$ cat config.mk
export PLATFORM = sky130hd
export DESIGN_NAME = pse_encoder
export DESIGN_NICKNAME = d
export VERILOG_FILES = /design/src/pse_pkg.sv /design/src/pse_encoder.sv
export SDC_FILE = /design/constraint.sdc
export NUM_CORES = 1
export LEC_CHECK = 0
export BUFFER_PORTS_ARGS = -buffer_cell sky130_fd_sc_hd__clkbuf_2
export CORE_UTILIZATION = 60
export CTS_CLUSTER_SIZE = 40
export DETAILED_ROUTE_END_ITERATION = 8
export GPL_ROUTABILITY_DRIVEN = 0
export GPL_TIMING_DRIVEN = 0
export PLACE_DENSITY_LB_ADDON = 0.15
export SYNTH_ARGS = -nofsm -noshare
export SYNTH_HDL_FRONTEND = slang
export SYNTH_SLANG_ARGS = --single-unit
$ cat constraint.sdc
create_clock -name clk_i -period 3.8 [get_ports clk_i]
set_input_delay 0.76 -clock clk_i [delete_from_list [all_inputs] [get_ports clk_i]]
set_output_delay 0.76 -clock clk_i [all_outputs]
set_load 0.02 [all_outputs]
$ cat src/pse_pkg.sv
// constants and types of the transmit data encoder stage
package pse_pkg;

    // ********************************
    // register map
    // ********************************
    localparam logic [5:0] ADDR_TX_CONFIG_ONE  = 6'h05;
    localparam logic [5:0] ADDR_SCRAMBLER_SEED = 6'h08;
    localparam logic [5:0] ADDR_PLAIN_LEAD_CNT = 6'h27;

    localparam logic [7:0] RST_TX_CONFIG_ONE   = 8'h25;
    localparam logic [7:0] RST_SCRAMBLER_SEED  = 8'hab;
    localparam logic [7:0] RST_PLAIN_LEAD_CNT  = 8'h00;

    // ********************************
    // field layout of tx_config_one
    // ********************************
    localparam int INVERT_BIT    = 3;
    localparam int LINE_CODE_LSB = 0;
    localparam int LINE_CODE_W   = 3;

    // ********************************
    // pseudo-random generator and data synchroniser reset
    // ********************************
    localparam int         SCRAMBLER_SEED_W       = 9;
    localparam int         SCRAMBLER_SEED_TAP_HI  = 8;
    localparam int         SCRAMBLER_SEED_TAP_LO  = 4;
    localparam logic [2:0] SYNC_RST     = 3'h0;
    localparam logic [8:0] SCRAMBLER_SEED_RST     = 9'h000;

    typedef enum logic [2:0] {
        LC_MANCHESTER  = 3'b000,
        LC_DIFF_MANCH  = 3'b001,
        LC_BIPH_SPACE  = 3'b010,
        LC_BIPH_MARK   = 3'b011,
        LC_MILLER      = 3'b100,
        LC_NRZ         = 3'b101,
        LC_SCRAMBLE    = 3'b110,
        LC_ZERO        = 3'b111
    } pse_line_code_t;

    // register write request from the serial command port
    typedef struct packed {
        logic       wr;
        logic [5:0] addr;
        logic [7:0] wdata;
    } pse_reg_req_t;

    // all state of the encoder apart from the reset release pipe
    typedef struct packed {
        logic [7:0]           tx_config_one;
        logic [7:0]           scrambler_seed;
        logic [7:0]           plain_lead_bit_count;
        logic [2:0]           sync;
        logic                 data_q;
        logic [SCRAMBLER_SEED_W-1:0]    lfsr;
        logic [7:0]           lead_cnt;
        logic                 running;
        logic                 second_half;
        logic                 held_half;
        logic                 level;
        logic                 prev_bit;
        logic                 chip;
        logic                 encoding;
        logic [7:0]           rdata;
    } pse_state_t;

endpackage : pse_pkg

$ cat src/pse_encoder.sv
// transmit data encoder: pseudo-random scrambler, line coder, plain lead bits
// ********************************
// Notes on behaviour
// [RL1] A nine-stage pseudo-random generator with fixed taps can produce a test pattern.
// [RL2] While scrambling, each host bit is XORed with the generator output bit.
// [RL3] The seed sits in a writable 8-bit register at 0x08 that resets to 0xab.
// [RL4] The host never programs an all-zero seed, which would lock the generator at zero.
// [RL5] The seed is reloaded into the generator at the start of every transmission.
// [RL6] The count at 0x27 sets how many leading bits go plain; zero scrambles from bit one.
// [RL7] With a count of N the first N bits pass unscrambled.
// [RL8] The same count holds off the line coder, so leading bits go out as plain NRZ.
// [RL9] Bit 3 of 0x05 inverts every encoded chip when set.
// [RL10] Bits 2:0 of 0x05 select the line code, and code 111 sends constant zero.
// [RL11] The host enables encoding and data sync together, so the coder runs synchronously.
// [RL12] NRZ and scrambling send one chip per bit, all other codes two chips per bit.
// [RL13] The generator steps once per scrambled bit with polynomial x^9 + x^5 + 1.
// [RL14] A lead counter reloads at start, counts down per bit, and coding starts at zero.
// ********************************
`timescale 1ns/1ps

module pse_encoder (
    // clock and reset
    input  wire logic                  clk_i,
    input  wire logic                  rst_n_i,
    // register writes and readback
    input  wire pse_pkg::pse_reg_req_t reg_req_i,
    output logic [7:0]                 reg_rdata_o,
    // transmission control, same clock
    input  wire logic                  tx_start_i,
    input  wire logic                  tx_active_i,
    input  wire logic                  chip_tick_i,
    // serial data pin from the host
    input  wire logic                  tx_data_i,
    // encoded chip stream and status
    output logic                       chip_o,
    output logic                       encoding_o
);

    // ********************************
    // reset release
    // ********************************
    logic [1:0] rst_pipe;
    logic       rst_n;

    always_ff @(posedge clk_i or negedge rst_n_i) begin
        if (!rst_n_i) begin
            rst_pipe <= 2'h0;
        end else begin
            rst_pipe <= {rst_pipe[0], 1'b1};
        end
    end

    assign rst_n = rst_pipe[1];

    // ********************************
    // next state
    // ********************************
    pse_pkg::pse_state_t st;
    pse_pkg::pse_state_t next_st;

    always_comb begin
        logic                    d;
        logic                    h0;
        logic                    h1;
        logic                    two_chips;
        logic                    coded;
        logic                    inv;
        pse_pkg::pse_line_code_t code;
        d         = 1'b0;
        h0        = 1'b0;
        h1        = 1'b0;
        next_st   = st;
        code      = pse_pkg::pse_line_code_t'(
                        st.tx_config_one[pse_pkg::LINE_CODE_LSB +: pse_pkg::LINE_CODE_W]);
        inv       = st.tx_config_one[pse_pkg::INVERT_BIT];
        two_chips = (code != pse_pkg::LC_NRZ) && (code != pse_pkg::LC_SCRAMBLE); // RL12
        coded     = (st.lead_cnt == 8'h00);                                       // RL14

        // a level counts once the second and third stages agree
        next_st.sync = {st.sync[1:0], tx_data_i};
        if (st.sync[1] == st.sync[2]) begin
            next_st.data_q = st.sync[2];
        end

        if (reg_req_i.wr) begin
            case (reg_req_i.addr)
                pse_pkg::ADDR_TX_CONFIG_ONE:  next_st.tx_config_one        = reg_req_i.wdata;
                pse_pkg::ADDR_SCRAMBLER_SEED: next_st.scrambler_seed       = reg_req_i.wdata; // RL3
                pse_pkg::ADDR_PLAIN_LEAD_CNT: next_st.plain_lead_bit_count = reg_req_i.wdata; // RL6
                default: ;
            endcase
        end
        next_st.rdata = st.tx_config_one;

        if (tx_start_i) begin
            // restart from the same sequence every telegram
            next_st.lfsr        = {1'b0, st.scrambler_seed};  // RL5
            next_st.lead_cnt    = st.plain_lead_bit_count;    // RL14
            next_st.running     = 1'b1;
            next_st.second_half = 1'b0;
            next_st.level       = 1'b0;
            next_st.prev_bit    = 1'b1;
            next_st.chip        = 1'b0;
        end else if (!tx_active_i) begin
            next_st.running = 1'b0;
            next_st.chip    = 1'b0;
        end else if (st.running && chip_tick_i) begin
            if (st.second_half) begin
                next_st.second_half = 1'b0;
                next_st.chip        = st.held_half;
                if (!coded) begin
                    // a lead bit ends on its last chip, so coding never starts mid-bit
                    next_st.lead_cnt = st.lead_cnt - 8'h01;    // RL14
                end
            end else begin
                d = st.data_q;
                if (!coded) begin
                    // plain NRZ lead bit, same length as a coded bit
                    h0 = d;                                    // RL7
                    h1 = d;                                    // RL8
                    if (!two_chips) begin
                        next_st.lead_cnt = st.lead_cnt - 8'h01; // RL14
                    end
                end else begin
                    case (code)                                // RL10
                        pse_pkg::LC_MANCHESTER: begin
                            h0 = d;
                            h1 = ~d;
                        end
                        pse_pkg::LC_DIFF_MANCH: begin
                            h0 = d ? st.level : ~st.level;
                            h1 = ~h0;
                        end
                        pse_pkg::LC_BIPH_SPACE: begin
                            h0 = ~st.level;
                            h1 = d ? h0 : ~h0;
                        end
                        pse_pkg::LC_BIPH_MARK: begin
                            h0 = ~st.level;
                            h1 = d ? ~h0 : h0;
                        end
                        pse_pkg::LC_MILLER: begin
                            h0 = (!d && !st.prev_bit) ? ~st.level : st.level;
                            h1 = d ? ~h0 : h0;
                        end
                        pse_pkg::LC_NRZ: begin
                            h0 = d;
                            h1 = d;
                        end
                        pse_pkg::LC_SCRAMBLE: begin
                            h0 = d ^ st.lfsr[pse_pkg::SCRAMBLER_SEED_TAP_HI];                  // RL2
                            h1 = h0;
                            next_st.lfsr = {st.lfsr[pse_pkg::SCRAMBLER_SEED_W-2:0],
                                            st.lfsr[pse_pkg::SCRAMBLER_SEED_TAP_HI]
                                            ^ st.lfsr[pse_pkg::SCRAMBLER_SEED_TAP_LO]};         // RL1 RL13
                        end
                        default: begin
                            h0 = 1'b0;
                            h1 = 1'b0;
                        end
                    endcase
                end
                // level tracks the uninverted stream, so differential codes
                // keep their transition sense when the output is inverted
                next_st.prev_bit    = d;
                next_st.level       = h1;
                // inversion only touches coded chips; lead bits stay plain
                next_st.chip        = h0 ^ (inv & coded);      // RL9
                next_st.held_half   = h1 ^ (inv & coded);      // RL9
                next_st.second_half = two_chips;               // RL12
            end
        end
        next_st.encoding = st.running && (st.lead_cnt == 8'h00);
    end

    // ********************************
    // state register
    // ********************************
    always_ff @(posedge clk_i or negedge rst_n) begin
        if (!rst_n) begin
            st                      <= '0;
            st.tx_config_one        <= pse_pkg::RST_TX_CONFIG_ONE;
            st.scrambler_seed       <= pse_pkg::RST_SCRAMBLER_SEED; // RL3
            st.plain_lead_bit_count <= pse_pkg::RST_PLAIN_LEAD_CNT;
            st.sync                 <= pse_pkg::SYNC_RST;
            st.lfsr                 <= pse_pkg::SCRAMBLER_SEED_RST;
        end else begin
            st <= next_st;
        end
    end

    // level inversion is applied before the output flop, so chip_o is a flop
    assign chip_o      = st.chip;
    assign encoding_o  = st.encoding;
    assign reg_rdata_o = st.rdata;

endmodule : pse_encoder

* Word-level counts from Yosys, hierarchy flattened *
Cells that the tools add are included.

word-level totals
  output and inout bits = 10
  input bits = 21
  logic and storage cells = 101
  register bits after elaboration = 62

operators by class
  bitwise gates (word level) = 11
  add/sub/neg operators = 1
  equal/unequal tests = 17
  multiplexer cells = 34
  reductions and logical operators = 22

operators with widths
  operator               number
  $mux W17               2
  $mux W8                4
  $mux W9                3
  $mux W19               1
  $mux W1                18
  $eq A3 B3 Y1 const B   3
  $ne A3 B3 Y1 const B   3
  $logic_not A8 Y1       1
  $reduce_and A2 Y1      4
  $reduce_and A4 Y1      2
  $reduce_bool A2 Y1     4
  $sub A8 B1 Y8 const B  1
  $pmux W1 S7            1
  $eq A3 B2 Y1 const B   2
  $eq A6 B3 Y1 const B   1
  $eq A6 B4 Y1 const B   1
  $eq A6 B6 Y1 const B   1
  $mux W3                2
  $ne A2 B2 Y1 const B   3
  $not A1 Y1             6
  $mux W5                1
  $pmux W1 S5            1
  $reduce_and A5 Y1      1
  $logic_and A1 B1 Y1    4
  10 further kinds       15

* Depth between registers and ports, before layout *
  depth in word-level cells = 16
  mapped depth = 8
  gate-level depth less buffers = 7

* Worst setup path before layout *
No wires, ideal clock.

  path kind = register -> register
  from = reg st[15] (netlist bit)
  to = reg st[23] (netlist bit)
  required time = 3,668 ps
  cell stages (with the launch flop) = 9
  setup slack = 1,424 ps
  clock period less this slack = 2,376 ps
  setup time = 132 ps
  arrival = 2,244 ps
  buffers on the path = 1
  cells stage by stage = dfrtp_1 > inv_1 > ha_1 > or4b_4 > or4_4 > or3_1 > buf_6 > mux2i_1 > o21ai_1

between the ends
  cells in the longest elaborated chain, start to end = 3

RTL lines
  what                                 line                source
  start: declaration                   pse_encoder.sv:58   pse_pkg::pse_state_t st;
  start signal: assignment             pse_encoder.sv:188  st <= next_st;
  $logic_not A8 Y1                     pse_encoder.sv:77   coded = (st.lead_cnt == 8'h00);
  $reduce_bool A2 Y1 (no source line)  -
  $reduce_and A5 Y1 (no source line)   -

Every way passes these cells.
A chain may end at the register's enable or synchronous reset.

* Worst setup path in the final report *
  from = reg st[15] (netlist bit)
  to = reg st[24] (netlist bit)

The elaborated chain is that of the path after synthesis.

==> flow_summary_export.csv <==
group,metric,value,unit
status,status,"finished, violations left",
status,failed_checks,"DRC",
global_route,grt_util_met2,39.32,%
timing,whs,201.6,ps
placed_design,hpwl,3.592,mm
synth,synth_top_area_share,47.62,%
clock_tree,htreeDepth,3,
critical_path,crit_arrival,2740,ps
run,drv_cap,0,
detailed_routing,dr.pass1.iters,6,
layout,area_growth,15.30,%
synth,avgSynthCellArea,11.92,um2
detailed_routing,initialDrtViolationCount,50,
clock_tree,clockBufferDepth,2,
layout,final_area,3272,um2
critical_path,critPathKind,"register to register",
clock_tree,root_buffer,"clkbuf_8",
global_route,use_met1,28.40,%
die,die_w,70.77,um
timing,finalWorstSetupSlack,1263,ps
die,core_region_area,4444,um2
critical_path,rr_startpoint,"st[15]",
synth,synthTopCellsByArea,"dfrtp_1 (48%), mux2_2 (9.5%), dfstp_2 (7.4%), mux2i_1 (4.6%), nand2_1 (2.8%)",
hold_path,hold_path.class,"input port to async pin",
timing,clock_skew,4.488,ps
synth,synthSimpleGateAreaFrac,14.24,%
timing,min_period,2537,ps
critical_path,path_max_fanout,9,
layout,antennaDiodeCount,0,
synth,yosysWarningCount,0,
timing,slew-limit-headroom,28.28,%
placed_design,io_buffers,29,
clock_tree,cts_post_setup_buffers_inserted,0,
power,ir_drop,0.3504,mV
die,die_h,70.77,um
synth,synth_mux_area_share,14.11,%
timing,fmax,394.1,MHz
detailed_routing,wl_per_cell,15.24,um
global_route,grt_pass1_wl,8.680,mm
clock_tree,cts_tree,"yes",
timing,finalCritPeriodShare,66.77,%
power,power.total,1.717,mW
die,die-area,5008,um2
global_route,grt.busiest_layer,"met2",
power,p_per_area,524.8,nW/um2
synth,synth-edff-count,0,
critical_path,r2r-end,"st[24]",
critical_path,critPathLaunchType,"register",
clock_tree,insertion_delay,330,ps
critical_path,end_kind,"register",
global_route,grtUsageTotal,23.25,%
clock_tree,cts_buffers,9,
timing,rsz0062_at_grt,"false",
power,leakage,1.568,nW
detailed_routing,viasPerCell,5.675,
layout,drive_above_1_share,32.51,%
clock_tree,cts_resized,0,
detailed_routing,via_count,1901,
timing,drv_slew,0,
placed_design,place_inst,320,
synth,synth_ff_type,"dfrtp_1",
placed_design,dpl_cell_area,3069,um2
placed_design,pre_cts_ws,1281,ps
die,io_pins,31,
critical_path,reg2reg_depth,8,
synth,synth_seq_cells,62,
synth,synth_nets,260,
synth,synth-xor-area-share,3.395,%
timing,tightest_slew,1068,ps
critical_path,worstPathRequired,4000,ps
clock_tree,clk_pin_slew,60,ps
layout,fin_nets,301,
synth,seq_area_frac_synth,55.03,%
global_route,grt_start_max_net_pins,32,
detailed_routing,remaining_drc_errors,3,
timing,finalSetupViolCount,0,
synth,synth_cell_type_count,49,
synth,netlist_area,2838,um2
timing,setup_tns,0,ps
critical_path,r2r_slack,1260,ps
clock_tree,cts.sinks,62,
global_route,grt_overflow,0,
timing,hold_violations,0,
detailed_routing,final_antenna_net_count,0,
layout,final_util,73.62,%
synth,synth_compound_area_share,7.804,%
global_route,grtUsageMet3,5.128,%
synth,yosysTopAreaCell,"dfrtp_1",
layout,final_cells,335,
die,start_util,63.85,%
clock_tree,postCtsHoldBufs,0,
synth,netlist_instances,238,
detailed_routing,postRouteWirelength,5.104,mm
synth,synth_adder_area_share,0.7937,%
critical_path,cp-startpoint,"st[15]",
global_route,antenna_found_initial,0,
synth,synthArstFlopShare,100.0,%
global_route,grt_pass1_vias,1921,
synth,synth_top_family_by_area,"simple AND/OR/NAND/NOR gates",
die,num_rows,24,
final cells by class:
| class | count | area [um2] |
|---|---|---|
| Timing Repair Buffer | 30 | 165.2 |
| Sequential cell | 62 | 1563 |
| Inverter | 6 | 22.52 |
| Multi-Input combinational cell | 152 | 1149 |
| Buffer | 18 | 105.1 |
| Tap cell | 52 | 65.06 |
| Clock inverter | 1 | 30.03 |
| Clock buffer | 14 | 172.7 |
| Fill cell | 313 | 1172 |
synth_stat cells (all sizes together) (4+ instances only):
| cell | n |
|---|---|
| nor4 | 4 |
| dfstp | 8 |
| xnor2 | 8 |
| nor3 | 4 |
| mux2i | 13 |
| clkbuf | 7 |
| dfrtp | 54 |
| o21ai | 15 |
| nand2 | 21 |
| a21oi | 4 |
| inv | 6 |
| nor2 | 10 |
| mux2 | 24 |
| buf | 11 |
| a211oi | 4 |
worst max-delay path: stages (launching register included):
cell	delay, ps
dfrtp_1	400
inv_1	60
ha_1	170
or4b_4	490
or4_4	470
or3_1	410
buf_6	160
mux2i_1	170
o21ai_1	70
report_power, final:
part / leakage, nW / switching (mW) / total [mW] / internal (mW)
logic: 0.688 / 0.163 / 0.318 / 0.155
clock network: 0.103 / 0.233 / 0.587 / 0.354
registers: 0.777 / 0.0584 / 0.813 / 0.754
layer usage:
metal / routed length, um / share of wire (%)
met5: 0 / 0
met4: 109 / 2.1
met3: 200 / 3.9
met2: 2512 / 49
met1: 2282 / 45
layout by cell type, fill, tap and decap left out, types with 2 or more instances in the layout:
cell | synthesis | final
nor2b_1 | 2 | 2
xnor2_1 | 8 | 8
or4b_2 | 2 | 2
o31a_1 | 2 | 2
a211o_1 | 2 | 2
clkbuf_2 | 0 | 29
buf_1 | 2 | 2
nor3b_1 | 2 | 2
and3b_1 | 2 | 2
dfrtp_1 | 54 | 53
clkbuf_8 | 0 | 12
a211oi_1 | 4 | 4
nor4bb_1 | 3 | 3
nor4b_1 | 3 | 3
nand4b_1 | 2 | 2
xor2_1 | 3 | 3
nor3_1 | 4 | 4
mux2i_1 | 13 | 13
nor2_1 | 10 | 10
mux2_2 | 24 | 24
nor4_2 | 2 | 2
clkbuf_1 | 7 | 9
nor4_1 | 2 | 2
o21ai_0 | 7 | 7
dfstp_2 | 8 | 8
a21oi_1 | 4 | 4
inv_1 | 6 | 6
buf_4 | 8 | 8
nand2_1 | 21 | 21
nand2b_1 | 3 | 3
o21ai_1 | 8 | 8
registers in the layout, summed over array words and instances, names as in the netlist:
name         count
next_st         10
rst_pipe         2
chip_o           1
st              40
reg_rdata_o      8
encoding_o       1
worst max path at each step:
stage | end | cells after the start
after floorplan | st[23] | 8
after global placement | st[27] | 8
after detailed placement | st[24] | 8
after CTS | st[24] | 8
after global routing | st[16] | 7
final | st[24] | 8
logic make-up (layout without fill, tap and decap cells):
logic type               Yosys count  after routing
multiplexers                      37             37
other                              1              1
adder cells (fa/ha/maj)            2              2
buffers and inverters             24             69
XOR/XNOR                          11             11
AND/OR/NAND/NOR                   67             67
flip-flops                        62             62
AO/OA/AOI/OAI                     34             34
Power figures use the tool's default switching activity.
